### src/pkg/mpio_pkg.sv
// Shared constants, register map and carrier types of the parallel port block.
package mpio_pkg;

  localparam int DW = 8;
  localparam int AW = 8;

  // Register map; 0x06, 0x0A, 0x0B and 0x0C are fixed, the rest fill the gaps.
  localparam logic [AW-1:0] OFF_OSC_LATCH   = 8'h02;
  localparam logic [AW-1:0] OFF_TIMER_LATCH = 8'h03;
  localparam logic [AW-1:0] OFF_SEG_A_LATCH = 8'h05;
  localparam logic [AW-1:0] OFF_ANA_LATCH   = 8'h06;
  localparam logic [AW-1:0] OFF_SEG_B_LATCH = 8'h07;
  localparam logic [AW-1:0] OFF_OSC_PIN     = 8'h08;
  localparam logic [AW-1:0] OFF_TIMER_PIN   = 8'h0A;
  localparam logic [AW-1:0] OFF_SEG_A_PIN   = 8'h0B;
  localparam logic [AW-1:0] OFF_ANA_DIR     = 8'h0C;
  localparam logic [AW-1:0] OFF_SEG_B_PIN   = 8'h0D;
  localparam logic [AW-1:0] OFF_CTL         = 8'h10;
  localparam logic [AW-1:0] OFF_TIMER_TYPE  = 8'h11;
  localparam logic [AW-1:0] OFF_SEG_A_LCD   = 8'h12;
  localparam logic [AW-1:0] OFF_SEG_B_LCD   = 8'h13;
  localparam logic [AW-1:0] OFF_STATUS      = 8'h14;

  // Valid bits of the narrow ports; the bits above read as zero.
  localparam logic [DW-1:0] OSC_MASK   = 8'h07;
  localparam logic [DW-1:0] TIMER_MASK = 8'h0F;

  // Control register fields.
  localparam int CTL_DUAL_CLOCK = 0;
  localparam int CTL_AIN_DISABLE = 1;
  localparam int CTL_OUT_ENABLE = 2;
  // Status register field: falling edge latch of osc port bit 0, write one to clear.
  localparam int STAT_FALL = 0;

  localparam logic [DW-1:0] RST_ONES = 8'hFF;
  localparam logic [DW-1:0] RST_ZERO = 8'h00;
  localparam logic [DW-1:0] RST_CTL  = 8'h06;

  typedef struct packed {
    logic            wr;
    logic            rd;
    logic [AW-1:0]   addr;
    logic [DW-1:0]   wdata;
  } mpio_bus_req_t;

  typedef struct packed {
    logic [DW-1:0] osc_latch;
    logic [DW-1:0] timer_latch;
    logic [DW-1:0] timer_type;
    logic [DW-1:0] seg_a_latch;
    logic [DW-1:0] seg_a_lcd;
    logic [DW-1:0] seg_b_latch;
    logic [DW-1:0] seg_b_lcd;
    logic [DW-1:0] ana_latch;
    logic [DW-1:0] ana_dir;
    logic [DW-1:0] ctl;
    logic [DW-1:0] rdata;
  } mpio_state_t;

endpackage

### src/hw/mpio_pin_drv.sv
// Registered pin driver with per-bit push-pull or sink-only open-drain choice.
`timescale 1ns/100ps
module mpio_pin_drv #(
  parameter int W = 8
) (
  input  wire logic         clk_in,
  input  wire logic         srst_in,
  input  wire logic [W-1:0] value_in,
  input  wire logic [W-1:0] push_pull_in,
  input  wire logic [W-1:0] enable_in,
  output logic      [W-1:0] pin_out,
  output logic      [W-1:0] pin_oe_out
);

  typedef struct packed {
    logic [W-1:0] o;
    logic [W-1:0] oe;
  } mpio_drv_state_t;

  mpio_drv_state_t r;
  mpio_drv_state_t next_r;

  // Open drain only sinks: a one releases the pin to the outside pull-up.
  always_comb begin
    next_r.o  = value_in & push_pull_in & enable_in;
    next_r.oe = enable_in & (push_pull_in | ~value_in);
  end

  // Reset leaves every pin released until the latches have been applied.
  always_ff @(posedge clk_in) begin
    if (srst_in) begin
      r <= '0;
    end else begin
      r <= next_r;
    end
  end

  assign pin_out    = r.o;
  assign pin_oe_out = r.oe;

endmodule

### src/hw/mpio_fall_latch.sv
// Sticky latch that is set by a falling edge and cleared by a software pulse.
`timescale 1ns/100ps
module mpio_fall_latch (
  input  wire logic clk_in,
  input  wire logic srst_in,
  input  wire logic level_in,
  input  wire logic clear_in,
  output logic      flag_out
);

  typedef struct packed {
    logic armed;
    logic prev;
    logic flag;
  } mpio_fall_state_t;

  mpio_fall_state_t r;
  mpio_fall_state_t next_r;

  // The first cycle after reset only samples, so a low pin is not taken for an edge.
  always_comb begin
    next_r.armed = 1'b1;
    next_r.prev  = level_in;
    // A new edge in the clearing cycle wins over the clear.
    next_r.flag  = (r.flag & ~clear_in) | (r.armed & r.prev & ~level_in);
  end

  always_ff @(posedge clk_in) begin
    if (srst_in) begin
      r <= '0;
    end else begin
      r <= next_r;
    end
  end

  assign flag_out = r.flag;

endmodule

### src/hw/mpio_top.sv
// Parallel port block: oscillator, timer, two segment and one analog port.
//
// What the document requires
// RL1: Osc port latch resets ones; inputs need one.
// RL2: Software writes one for osc port inputs.
// RL3: Dual-clock mode gives osc bits 1-2 crystal.
// RL4: Osc bit 0 falling edge sets latch.
// RL5: Osc pin read: bits 7-3 undefined.
// RL6: Stop mode floats osc bit 0 always.
// RL7: Driver type: 0 open drain, 1 push-pull.
// RL8: Timer latch resets ones, type zero.
// RL9: Software sets latch before clearing type.
// RL10: Timer pin read: bits 7-4 undefined.
// RL11: Segment A select one routes LCD.
// RL12: Segment B select one routes LCD.
// RL13: LCD segment bits read undefined pin data.
// RL14: Analog port resets direction, data zero.
// RL15: Direction and data choose analog port mode.
// RL16: Analog-mode bits read as zero.
// RL17: Software configures wake, interrupt, counter inputs.
// RL18: No read-modify-write on analog data latch.
// RL19: Software sets segment latch for inputs.
// RL20: Writes update latch; pin follows latch.
//
// The implementer's own choice: the plain strobed port.
`timescale 1ns/100ps
module mpio_top (
  input  wire logic                  clk_in,
  input  wire logic                  srst_in,
  input  wire mpio_pkg::mpio_bus_req_t bus_in,
  output logic [mpio_pkg::DW-1:0]    rdata_out,
  input  wire logic                  stop_mode_in,
  input  wire logic [2:0]            osc_pin_in,
  output logic      [2:0]            osc_pin_out,
  output logic      [2:0]            osc_pin_oe_out,
  output logic                       low_freq_crystal_en_out,
  output logic                       osc_fall_latch_out,
  input  wire logic [3:0]            timer_pin_in,
  output logic      [3:0]            timer_pin_out,
  output logic      [3:0]            timer_pin_oe_out,
  input  wire logic [3:0]            timer_alt_data_in,
  input  wire logic [3:0]            timer_alt_en_in,
  input  wire logic [7:0]            seg_a_pin_in,
  output logic      [7:0]            seg_a_pin_out,
  output logic      [7:0]            seg_a_pin_oe_out,
  input  wire logic [7:0]            seg_a_lcd_data_in,
  input  wire logic [7:0]            seg_b_pin_in,
  output logic      [7:0]            seg_b_pin_out,
  output logic      [7:0]            seg_b_pin_oe_out,
  input  wire logic [7:0]            seg_b_lcd_data_in,
  input  wire logic [7:0]            ana_pin_in,
  output logic      [7:0]            ana_pin_out,
  output logic      [7:0]            ana_pin_oe_out,
  output logic      [7:0]            ana_select_out,
  output logic      [7:0]            ana_func_out
);

  mpio_pkg::mpio_state_t r;
  mpio_pkg::mpio_state_t next_r;

  logic       dual_clock;
  logic       ain_disable;
  logic       out_allowed;
  logic       fall_clear;
  logic [2:0] osc_enable;
  logic [3:0] timer_value;
  logic [7:0] seg_a_value;
  logic [7:0] seg_b_value;
  logic [7:0] ana_input_mode;

  // Output-mode bits show the latch, input-mode bits the pin, analog or fixed bits zero.
  function automatic logic [7:0] ana_read(input logic [7:0] dir,
                                          input logic [7:0] latch,
                                          input logic [7:0] pin);
    ana_read = (dir & latch) | (~dir & latch & pin); // [RL16] [RL15]
  endfunction

  // Pin data of a segment port with the LCD-driven bits read as zero.
  function automatic logic [7:0] seg_read(input logic [7:0] lcd,
                                          input logic [7:0] pin);
    seg_read = pin & ~lcd; // [RL13]
  endfunction

  assign dual_clock  = r.ctl[mpio_pkg::CTL_DUAL_CLOCK];
  assign ain_disable = r.ctl[mpio_pkg::CTL_AIN_DISABLE];
  // In stop mode the global enable decides whether pins other than osc bit 0 keep driving.
  assign out_allowed = ~stop_mode_in | r.ctl[mpio_pkg::CTL_OUT_ENABLE];
  assign fall_clear  = bus_in.wr & (bus_in.addr == mpio_pkg::OFF_STATUS)
                     & bus_in.wdata[mpio_pkg::STAT_FALL];

  always_comb begin
    next_r = r;
    if (bus_in.wr) begin
      case (bus_in.addr)
        mpio_pkg::OFF_OSC_LATCH:   next_r.osc_latch   = bus_in.wdata; // [RL20]
        mpio_pkg::OFF_TIMER_LATCH: next_r.timer_latch = bus_in.wdata; // [RL20]
        mpio_pkg::OFF_TIMER_TYPE:  next_r.timer_type  = bus_in.wdata;
        mpio_pkg::OFF_SEG_A_LATCH: next_r.seg_a_latch = bus_in.wdata; // [RL20]
        mpio_pkg::OFF_SEG_A_LCD:   next_r.seg_a_lcd   = bus_in.wdata;
        mpio_pkg::OFF_SEG_B_LATCH: next_r.seg_b_latch = bus_in.wdata; // [RL20]
        mpio_pkg::OFF_SEG_B_LCD:   next_r.seg_b_lcd   = bus_in.wdata;
        mpio_pkg::OFF_ANA_LATCH:   next_r.ana_latch   = bus_in.wdata; // [RL20]
        mpio_pkg::OFF_ANA_DIR:     next_r.ana_dir     = bus_in.wdata;
        mpio_pkg::OFF_CTL:         next_r.ctl         = bus_in.wdata;
        default: begin
        end
      endcase
    end
    next_r.rdata = mpio_pkg::RST_ZERO;
    if (bus_in.rd) begin
      case (bus_in.addr)
        mpio_pkg::OFF_OSC_LATCH:   next_r.rdata = r.osc_latch & mpio_pkg::OSC_MASK;
        mpio_pkg::OFF_OSC_PIN:     next_r.rdata = {5'h00, osc_pin_in}; // [RL5]
        mpio_pkg::OFF_TIMER_LATCH: next_r.rdata = r.timer_latch & mpio_pkg::TIMER_MASK;
        mpio_pkg::OFF_TIMER_TYPE:  next_r.rdata = r.timer_type & mpio_pkg::TIMER_MASK;
        mpio_pkg::OFF_TIMER_PIN:   next_r.rdata = {4'h0, timer_pin_in}; // [RL10]
        mpio_pkg::OFF_SEG_A_LATCH: next_r.rdata = r.seg_a_latch;
        mpio_pkg::OFF_SEG_A_LCD:   next_r.rdata = r.seg_a_lcd;
        mpio_pkg::OFF_SEG_A_PIN:   next_r.rdata = seg_read(r.seg_a_lcd, seg_a_pin_in);
        mpio_pkg::OFF_SEG_B_LATCH: next_r.rdata = r.seg_b_latch;
        mpio_pkg::OFF_SEG_B_LCD:   next_r.rdata = r.seg_b_lcd;
        mpio_pkg::OFF_SEG_B_PIN:   next_r.rdata = seg_read(r.seg_b_lcd, seg_b_pin_in);
        // Input bits return the pin, so a read-modify-write would corrupt the modes.
        mpio_pkg::OFF_ANA_LATCH:   next_r.rdata = ana_read(r.ana_dir, r.ana_latch,
                                                           ana_pin_in); // [RL18]
        mpio_pkg::OFF_ANA_DIR:     next_r.rdata = r.ana_dir;
        mpio_pkg::OFF_CTL:         next_r.rdata = r.ctl;
        mpio_pkg::OFF_STATUS:      next_r.rdata = {7'h00, osc_fall_latch_out};
        default:                   next_r.rdata = mpio_pkg::RST_ZERO;
      endcase
    end
  end

  always_ff @(posedge clk_in) begin
    if (srst_in) begin
      r.osc_latch   <= mpio_pkg::RST_ONES; // [RL1]
      r.timer_latch <= mpio_pkg::RST_ONES; // [RL8]
      r.timer_type  <= mpio_pkg::RST_ZERO; // [RL8]
      r.seg_a_latch <= mpio_pkg::RST_ONES; // [RL11]
      r.seg_a_lcd   <= mpio_pkg::RST_ZERO;
      r.seg_b_latch <= mpio_pkg::RST_ONES; // [RL12]
      r.seg_b_lcd   <= mpio_pkg::RST_ZERO;
      r.ana_latch   <= mpio_pkg::RST_ZERO; // [RL14]
      r.ana_dir     <= mpio_pkg::RST_ZERO; // [RL14]
      r.ctl         <= mpio_pkg::RST_CTL;  // [RL14]
      r.rdata       <= mpio_pkg::RST_ZERO;
    end else begin
      r <= next_r;
    end
  end

  assign rdata_out = r.rdata;

  // Oscillator port: crystal pins released in dual-clock mode, bit 0 floats in stop.
  assign osc_enable[0]   = ~stop_mode_in; // [RL6]
  assign osc_enable[2:1] = {2{~dual_clock & out_allowed}}; // [RL3]
  assign low_freq_crystal_en_out = dual_clock; // [RL3]

  mpio_pin_drv #(.W(3)) u_osc_drv (
    .clk_in       (clk_in),
    .srst_in      (srst_in),
    .value_in     (r.osc_latch[2:0]),
    .push_pull_in (3'h0),
    .enable_in    (osc_enable),
    .pin_out      (osc_pin_out),
    .pin_oe_out   (osc_pin_oe_out)
  );

  // The pin is watched, so an output pulse on bit 0 also sets the latch.
  mpio_fall_latch u_osc_fall (
    .clk_in   (clk_in),
    .srst_in  (srst_in),
    .level_in (osc_pin_in[0]),
    .clear_in (fall_clear),
    .flag_out (osc_fall_latch_out)
  ); // [RL4]

  // Timer port: the timer or divider output only shows while the latch is one.
  assign timer_value = r.timer_latch[3:0] & (timer_alt_data_in | ~timer_alt_en_in); // [RL9]

  mpio_pin_drv #(.W(4)) u_timer_drv (
    .clk_in       (clk_in),
    .srst_in      (srst_in),
    .value_in     (timer_value),
    .push_pull_in (r.timer_type[3:0]), // [RL7]
    .enable_in    ({4{out_allowed}}),
    .pin_out      (timer_pin_out),
    .pin_oe_out   (timer_pin_oe_out)
  );

  // Segment ports: LCD bits are driven hard, port bits are open drain.
  assign seg_a_value = (r.seg_a_lcd & seg_a_lcd_data_in)
                     | (~r.seg_a_lcd & r.seg_a_latch); // [RL11]
  assign seg_b_value = (r.seg_b_lcd & seg_b_lcd_data_in)
                     | (~r.seg_b_lcd & r.seg_b_latch); // [RL12]

  mpio_pin_drv #(.W(8)) u_seg_a_drv (
    .clk_in       (clk_in),
    .srst_in      (srst_in),
    .value_in     (seg_a_value),
    .push_pull_in (r.seg_a_lcd),
    .enable_in    ({8{out_allowed}}),
    .pin_out      (seg_a_pin_out),
    .pin_oe_out   (seg_a_pin_oe_out)
  );

  mpio_pin_drv #(.W(8)) u_seg_b_drv (
    .clk_in       (clk_in),
    .srst_in      (srst_in),
    .value_in     (seg_b_value),
    .push_pull_in (r.seg_b_lcd),
    .enable_in    ({8{out_allowed}}),
    .pin_out      (seg_b_pin_out),
    .pin_oe_out   (seg_b_pin_oe_out)
  );

  // Analog port: direction one drives, direction zero with latch zero is analog or fixed.
  assign ana_input_mode = ~r.ana_dir & r.ana_latch; // [RL15]
  assign ana_select_out = ~r.ana_dir & ~r.ana_latch & {8{~ain_disable}}; // [RL15]
  assign ana_func_out   = (ana_input_mode | r.ana_dir) & ana_pin_in; // [RL14]

  mpio_pin_drv #(.W(8)) u_ana_drv (
    .clk_in       (clk_in),
    .srst_in      (srst_in),
    .value_in     (r.ana_latch),
    .push_pull_in (mpio_pkg::RST_ONES),
    .enable_in    (r.ana_dir & {8{out_allowed}}), // [RL15]
    .pin_out      (ana_pin_out),
    .pin_oe_out   (ana_pin_oe_out)
  );

  // Drivers are registered, so the pin checks compare with the controls one edge back.
  a_osc_reset_ones: assert property (@(posedge clk_in) // [RL1]
    $past(srst_in) && !srst_in
    |-> r.osc_latch == mpio_pkg::RST_ONES)
    else $error("osc latch not all ones after reset");

  a_crystal_pins_free: assert property (@(posedge clk_in) disable iff (srst_in) // [RL3]
    $past(dual_clock) && !$past(srst_in)
    |-> osc_pin_oe_out[2:1] == 2'h0)
    else $error("crystal pins driven in dual-clock mode");

  a_fall_sets_latch: assert property (@(posedge clk_in) disable iff (srst_in) // [RL4]
    $past(!srst_in) && $fell(osc_pin_in[0])
    |=> osc_fall_latch_out)
    else $error("falling edge on osc bit 0 not latched");

  a_osc_pin_upper: assert property (@(posedge clk_in) disable iff (srst_in) // [RL5]
    bus_in.rd && bus_in.addr == mpio_pkg::OFF_OSC_PIN
    |=> rdata_out[7:3] == 5'h00)
    else $error("osc pin read upper bits not zero");

  a_stop_floats_bit0: assert property (@(posedge clk_in) disable iff (srst_in) // [RL6]
    stop_mode_in
    |=> !osc_pin_oe_out[0])
    else $error("osc bit 0 driven during stop mode");

  a_open_drain_sinks: assert property (@(posedge clk_in) disable iff (srst_in) // [RL7]
    !$past(srst_in)
    |-> (timer_pin_out & ~$past(r.timer_type[3:0])) == 4'h0)
    else $error("open-drain timer pin driven high");

  a_push_pull_drives: assert property (@(posedge clk_in) disable iff (srst_in) // [RL7]
    !$past(srst_in) && $past(out_allowed)
    |-> (~timer_pin_oe_out & $past(r.timer_type[3:0])) == 4'h0)
    else $error("push-pull timer pin not driven");

  a_timer_reset: assert property (@(posedge clk_in) // [RL8]
    $past(srst_in) && !srst_in
    |-> r.timer_type == mpio_pkg::RST_ZERO && r.timer_latch == mpio_pkg::RST_ONES)
    else $error("timer port reset values wrong");

  a_timer_pin_upper: assert property (@(posedge clk_in) disable iff (srst_in) // [RL10]
    bus_in.rd && bus_in.addr == mpio_pkg::OFF_TIMER_PIN
    |=> rdata_out[7:4] == 4'h0)
    else $error("timer pin read upper bits not zero");

  a_seg_a_lcd: assert property (@(posedge clk_in) disable iff (srst_in) // [RL11]
    !$past(srst_in) && $past(out_allowed)
    |-> ((~seg_a_pin_oe_out | (seg_a_pin_out ^ $past(seg_a_lcd_data_in)))
         & $past(r.seg_a_lcd)) == 8'h00)
    else $error("segment A LCD pin not driven from segment data");

  a_seg_b_lcd: assert property (@(posedge clk_in) disable iff (srst_in) // [RL12]
    !$past(srst_in) && $past(out_allowed)
    |-> ((~seg_b_pin_oe_out | (seg_b_pin_out ^ $past(seg_b_lcd_data_in)))
         & $past(r.seg_b_lcd)) == 8'h00)
    else $error("segment B LCD pin not driven from segment data");

  a_seg_read_lcd: assert property (@(posedge clk_in) disable iff (srst_in) // [RL13]
    bus_in.rd && bus_in.addr == mpio_pkg::OFF_SEG_A_PIN
    |=> (rdata_out & $past(r.seg_a_lcd)) == 8'h00)
    else $error("LCD segment bit read as one");

  a_ana_reset: assert property (@(posedge clk_in) // [RL14]
    $past(srst_in) && !srst_in
    |-> r.ana_dir == mpio_pkg::RST_ZERO && ain_disable && ana_func_out == 8'h00)
    else $error("analog port reset state wrong");

  a_ana_drive: assert property (@(posedge clk_in) disable iff (srst_in) // [RL15]
    !$past(srst_in)
    |-> ana_pin_oe_out == ($past(r.ana_dir) & {8{$past(out_allowed)}}))
    else $error("analog port drive does not follow direction");

  a_ana_read_zero: assert property (@(posedge clk_in) disable iff (srst_in) // [RL16]
    bus_in.rd && bus_in.addr == mpio_pkg::OFF_ANA_LATCH
    |=> (rdata_out & ~$past(r.ana_dir) & ~$past(r.ana_latch)) == 8'h00)
    else $error("analog-mode bit read as one");

  a_latch_to_pin: assert property (@(posedge clk_in) disable iff (srst_in) // [RL20]
    bus_in.wr && bus_in.addr == mpio_pkg::OFF_ANA_LATCH ##1 !stop_mode_in
    |=> ((ana_pin_out ^ $past(r.ana_latch)) & $past(r.ana_dir)) == 8'h00)
    else $error("analog output pin does not follow latch");

  c_dual_clock: cover property (@(posedge clk_in) disable iff (srst_in)
    $rose(dual_clock));

  c_fall_latched: cover property (@(posedge clk_in) disable iff (srst_in)
    $rose(osc_fall_latch_out));

  c_analog_select: cover property (@(posedge clk_in) disable iff (srst_in)
    ana_select_out != 8'h00);

  c_push_pull: cover property (@(posedge clk_in) disable iff (srst_in)
    timer_pin_oe_out == 4'hF && timer_pin_out != 4'h0);

  c_outputs_held: cover property (@(posedge clk_in) disable iff (srst_in)
    !out_allowed);

endmodule

### config.mk
export PLATFORM = sky130hd
export DESIGN_NAME = mpio_top
export DESIGN_NICKNAME = d
export VERILOG_FILES = /design/src/pkg/mpio_pkg.sv /design/src/hw/mpio_pin_drv.sv /design/src/hw/mpio_fall_latch.sv /design/src/hw/mpio_top.sv
export SDC_FILE = /design/constraint.sdc
export NUM_CORES = 1
export LEC_CHECK = 0
export BUFFER_PORTS_ARGS = -buffer_cell sky130_fd_sc_hd__clkbuf_2
export CORE_MARGIN = 3
export CORE_UTILIZATION = 56
export CTS_CLUSTER_DIAMETER = 150
export DETAILED_ROUTE_END_ITERATION = 10
export GPL_TIMING_DRIVEN = 0
export PLACE_DENSITY_LB_ADDON = 0.1
export REMOVE_ABC_BUFFERS = 1
export SETUP_SLACK_MARGIN = 0.2
export SLEW_MARGIN = 5
export SYNTH_ARGS = -nofsm -noshare
export SYNTH_HDL_FRONTEND = slang
export SYNTH_SLANG_ARGS = --single-unit
### constraint.sdc
create_clock -name clk_in -period 3.56 [get_ports clk_in]
set_clock_uncertainty 0.1 [all_clocks]
set_input_delay 0.89 -clock clk_in [delete_from_list [all_inputs] [get_ports clk_in]]
set_output_delay 0.89 -clock clk_in [all_outputs]
set_load 0.01 [all_outputs]
Word level (Yosys, flattened, before mapping). Index checks and enable logic that the tools add are counted.

Output and inout bits: 88. Input port bits: 76. Word-level logic and storage cells: 107. Bits in registers: 137.

Reduce and logical (&&, ||, !) cells: 11. Bitwise operators: 56. Mux-type cells: 2. Eq/ne operators: 15.

Operators by type and width (number): 8-bit bitwise AND (20); 8-bit one-hot mux with 15 select lines (1); 8-bit inverter (6); 8-bit OR (6); 8-bit by 4-bit == test with 1-bit output (second input constant) (5); 8-bit by 5-bit == test with 1-bit output (second input constant) (5); 8-bit by 3-bit == test with 1-bit output (second input constant) (3); 2-bit AND reduction (10); 4-bit bitwise AND (4); 8-bit by 2-bit == test with 1-bit output (second input constant) (2); 4-bit inverter (2); 4-bit OR (2); 1-bit bitwise AND (6); 1-bit inverter (6); 3-bit bitwise AND (1); 3-bit two-way mux (1); 3-bit inverter (1); 1-bit OR (2); 2-bit OR reduction (1).

Logic depth before layout (Yosys ltp).
Depth in word-level cells: 7. Gate-level depth with buffers: 7. Gate-level depth less buffers: 5.

Cells and area by module. From an unflattened synthesis, not the netlist that was laid out.

Cell total of the unflattened synthesis: 676. Area, all modules: 6398.6 µm².

By module, submodules not included: mpio_top (area an instance 4275.4 µm², seq. area each 1501.4 µm², instances 1, cells an instance 510); mpio_pin_drv at u_ana_drv ... (area an instance 529.3 µm², seq. area each 320.3 µm², instances 3, cells an instance 41); mpio_pin_drv at u_timer_drv (area an instance 255.2 µm², seq. area each 160.2 µm², instances 1, cells an instance 20); mpio_pin_drv at u_osc_drv (area an instance 191.4 µm², seq. area each 120.1 µm², instances 1, cells an instance 15); mpio_fall_latch (area an instance 88.8 µm², seq. area each 60.1 µm², instances 1, cells an instance 8).

Worst setup path before layout. Ideal clock, no wire load.

Path type: input -> register. Start: input bus_in[13] in the netlist's numbering. End: register r[44] in the netlist's numbering. Arrival: 2.325 ns. Path slack: 1.006 ns. Stages on the path: 7. Path buffers: 2. Setup time: 0.129 ns. Required time: 3.331 ns. Cell sequence: or4_1 > buf_4 > nor2_4 > and3_1 > buf_4 > mux2i_1 > nand2_1.

Longest elaborated chain between the ends: 2.

RTL lines: start, declared (RTL line mpio_top.sv:30) `input wire mpio_pkg::mpio_bus_req_t bus_in,`; 8-bit by 3-bit == test with 1-bit output (RTL line mpio_top.sv:94) `case (bus_in.addr)`; 2-bit AND reduction (no line); end signal, assigned (RTL line mpio_top.sv:148) `r <= next_r;`; end, declared (RTL line mpio_top.sv:58) `mpio_pkg::mpio_state_t r;`.

Every way passes these cells. A chain may end at the register's enable or synchronous reset.

Worst setup path in the final report.
Start: input srst_in. End: register r (netlist bit rdata_out[0]).

Longest elaborated chain between the ends: 1.

RTL lines: start, declared (RTL line mpio_top.sv:29) `input wire logic srst_in,`; 2-bit OR reduction (no line).

Every way passes these cells.

==> summary.txt <==
Setup path
  • R2r setup slk: 1.95 ns
  • Crit. End Element: flop
  • Startpoint Class: input port
  • Crit path launch: srst_in
  • WP data arrival: 3.48 ns
  • CP max FO: 48
  • Reg-to-Reg End: u_seg_b_drv.pin_oe_out[5]$_SDFF_PP0_
  • Worst setup endpoint: rdata_out[0]$_SDFF_PP0_
  • Reg2Reg Launch Point: r[10]$_SDFFE_PP1P_
  • Crit path kind: input port to flop
  • FF-to-FF path depth: 3
  • Worst path required time: 3.84 ns

Global route
  • Global Route met1 Usage: 37.74%
  • GR Util met3: 7.285%
  • Vias in the first global route: 5064
  • Initial antenna violation count: 0
  • Met2 global-route usage: 46.49%
  • GR Overflow Total: 0
  • Largest net degree at the start of global routing: 49
  • GRT Resource Usage Total: 29.26%
  • First-pass GRT wire length: 25660 um
  • GRT Max-Usage Layer: met2

CTS
  • CTS Hold Bufs: 0
  • H-tree depth: 4
  • CTS Buf Count: 17
  • Root buffer cell: clkbuf_8
  • Max Buffers Root-to-Sink: 2
  • CTS tree: built
  • Reg clk slew, reported paths: 0.06 ns
  • # clock sinks: 137
  • Later-pin clock latency in the skew report: 0.52 ns

Synthesis
  • Post-synth EDFFs: 0
  • Synth Area in Adders: 0%
  • Compound-Gate Fraction of Synth Area: 11.52%
  • FFs w/ async S/R, synth: 0%
  • Cell variety after synth: 53
  • Synthesized area: 0.005672 mm2
  • Post-synthesis sequential area ratio: 48.36%
  • Synth Instances: 611
  • Synth Warn #: 0
  • Mux cell area share after synthesis: 14.03%
  • Yosys top cell by area: dfxtp_1
  • Top post-synthesis cells by area: dfxtp_1, mux2i_1, nand2_1
  • Avg Inst Size Synth: 9.283 um2
  • Synth Flop Type: dfxtp_1
  • Yosys reg bits: 137
  • Post-synthesis simple-gate area fraction: 19.46%
  • Yosys top cell area share: 48.36%
  • Largest family of logic cells by synthesized area: simple AND/OR/NAND/NOR gates
  • Post-Synth XOR/XNOR Area: 0%

Outcome
  • Status: finished, final reports clean

Floorplan
  • FP Rows: 36
  • Initial cell density of the core: 57.76%
  • Die Ht: 106.6 um
  • Core area: 0.009819 mm2
  • Die area: 0.01137 mm2
  • Die width: 106.6 um
  • Io pins: 164

Place
  • Area after DPL: 0.006405 mm2
  • Port-buffer cells: 160
  • Dpl cells: 856
  • Gp weighted congestion: 0.9412
  • DP HPWL: 11190 um
  • DP Worst Slack: -0.2890 ns

STA
  • Slew headroom: 25.82%
  • Fin crit share: 89.97%
  • Final setup violation count: 0
  • Fin worst setup slack: 0.3572 ns
  • FMAX: 312.2 MHz
  • Unrepaired setup endpoints after global routing: no
  • Fin Setup TNS: 0 ns
  • Final Hold Viols: 0
  • Fin crit period: 3.203 ns
  • Slew Viols, Final: 0
  • Least-Margin Pin Slew: 1.113 ns

Detailed routing
  • DRC errors left: 0
  • Detailed-route via count: 5228
  • Vias per inst: 5.887
  • Final ANT Viol Nets: 0
  • Initial DRC count: 469
  • TritonRoute pass-1 iters: 8
  • Routed WL: 16640 um
  • Routed WL per cell: 18.74 um

Final layout
  • Syn-to-layout area delta: 23.78%
  • Filler cells: 791
  • Final Cell Area: 0.007020 mm2
  • Layout cell share with drive strength beyond 1: 28.61%
  • Diodes inserted: 0
  • Final net count: 818
  • Post-Layout Cell Count: 888

Run
  • Max_cap viols: 0

Power and ir drop
  • Leakage: 3.240 nW
  • Peak VDD IR: 0.0002423 V
  • Power Density: 497.3 mW/mm2

Min path
  • Worst min path class: flop to flop
  • Worst hold path depth: 1
[cell usage after synthesis (4+ instances only)]
master,number
nand3_1,10
nor3_1,17
a31oi_1,14
and2_1,12
nor3b_1,4
o21ai_0,15
buf_4,15
a32oi_1,5
dfxtp_1,137
buf_2,10
nand4_1,4
o32ai_1,7
and3_1,32
mux2i_1,66
nand2_1,60
mux2_2,8
a22oi_1,4
inv_1,29
clkbuf_1,24
o21a_1,8
nor2_1,48
nor2b_1,8
a21oi_1,30
[how the worst min path moves through the flow]
stage | start | end | slack, ns
finish | r[47]$_SDFFE_PP1P_ | u_seg_b_drv.pin_oe_out[7]$_SDFF_PP0_ | 0.36
global route | r[47]$_SDFFE_PP1P_ | u_seg_b_drv.pin_oe_out[7]$_SDFF_PP0_ | 0.39
CTS | r[47]$_SDFFE_PP1P_ | u_seg_b_drv.pin_oe_out[7]$_SDFF_PP0_ | 0.36
detailed placement | r[47]$_SDFFE_PP1P_ | u_seg_b_drv.pin_oe_out[7]$_SDFF_PP0_ | 0.35
global placement | r[80]$_SDFFE_PP1P_ | u_osc_drv.pin_oe_out[0]$_SDFF_PP0_ | 0.35
floorplan | r[80]$_SDFFE_PP1P_ | u_osc_drv.pin_oe_out[0]$_SDFF_PP0_ | 0.31
[metrics by stage]
stage	total power, mW	util [%]	hold WS, ns
floorplan	1.632	-	0.3138
global placement	1.739	65.04	0.3474
detailed placement	1.744	65.23	0.3466
CTS	3.496	71.37	0.3584
global route	3.583	71.50	0.3920
finish	3.491	71.50	0.3577
[sequential cells by signal, indices dropped and copies added (netlist names), 8 cells and up]
| register | flops |
|---|---|
| r | 65 |
| rdata_out | 8 |
| u_ana_drv.pin_oe_out | 8 |
| u_ana_drv.pin_out | 8 |
| u_seg_a_drv.pin_oe_out | 8 |
| u_seg_a_drv.pin_out | 8 |
| u_seg_b_drv.pin_oe_out | 8 |
| u_seg_b_drv.pin_out | 8 |
[kinds of logic after synthesis]
group	count (synthesis)
other	1
AOI/OAI and AO/OA	101
DFF	137
buffers and inverters	81
and+or+nand+nor	215
muxes	76
[placed cells by master (no fill, tap or decap), types with 3 or more instances in the layout]
cell type	Yosys	layout
a32oi_1	5	5
clkbuf_8	0	4
conb_1	1	3
a21oi_1	30	29
nand3_2	3	3
nor2_1	48	48
nand2_1	60	60
clkbuf_16	0	16
nand4_1	4	4
bufinv_16	0	3
clkinv_2	0	4
and3_1	32	32
nor3b_1	4	4
o32ai_1	7	7
nor2b_1	8	8
inv_1	29	29
nor3_1	17	17
o21ai_0	15	15
and2_1	12	12
a31o_2	3	3
mux2_2	8	8
a22oi_1	4	4
nand3_1	10	10
mux2i_1	66	66
o21a_1	8	8
clkbuf_2	0	160
a31oi_1	14	14
nand3b_1	3	3
dfxtp_1	137	137
[layout make-up]
class,count,area (um2),area share [%]
flip-flops and latches,137,2743,39.07
multi-input cells,395,2576,36.70
repair buffers,161,815.8,11.62
clock buffers,21,459.2,6.541
well taps,133,166.4,2.370
clock inverters,11,143.9,2.050
inverters,30,116.4,1.657
[metal layers]
metal / routed length, um / up-vias
met3: 1650 / 59
met1: 6766 / 2434
li1: - / 2382
met5: 0 / -
met4: 538 / 0
met2: 7686 / 353
[critical path, cell delays in order]
cell and delay, ns:
clkbuf_2 0.81, clkinvlp_4 0.90, nand4_1 0.27, a221o_1 0.45
a41oi_1 0.14
[report_power, final]
group | switching, mW | internal, mW
registers | 0.00246 | 1.54
clock network | 0.652 | 1.12
logic | 0.116 | 0.0600
[timing repair]
item	CTS	global route
resized for setup	0	1
endpoints found under the setup margin	0	8
setup buffers	0	0
Power figures use the tool's default switching activity.
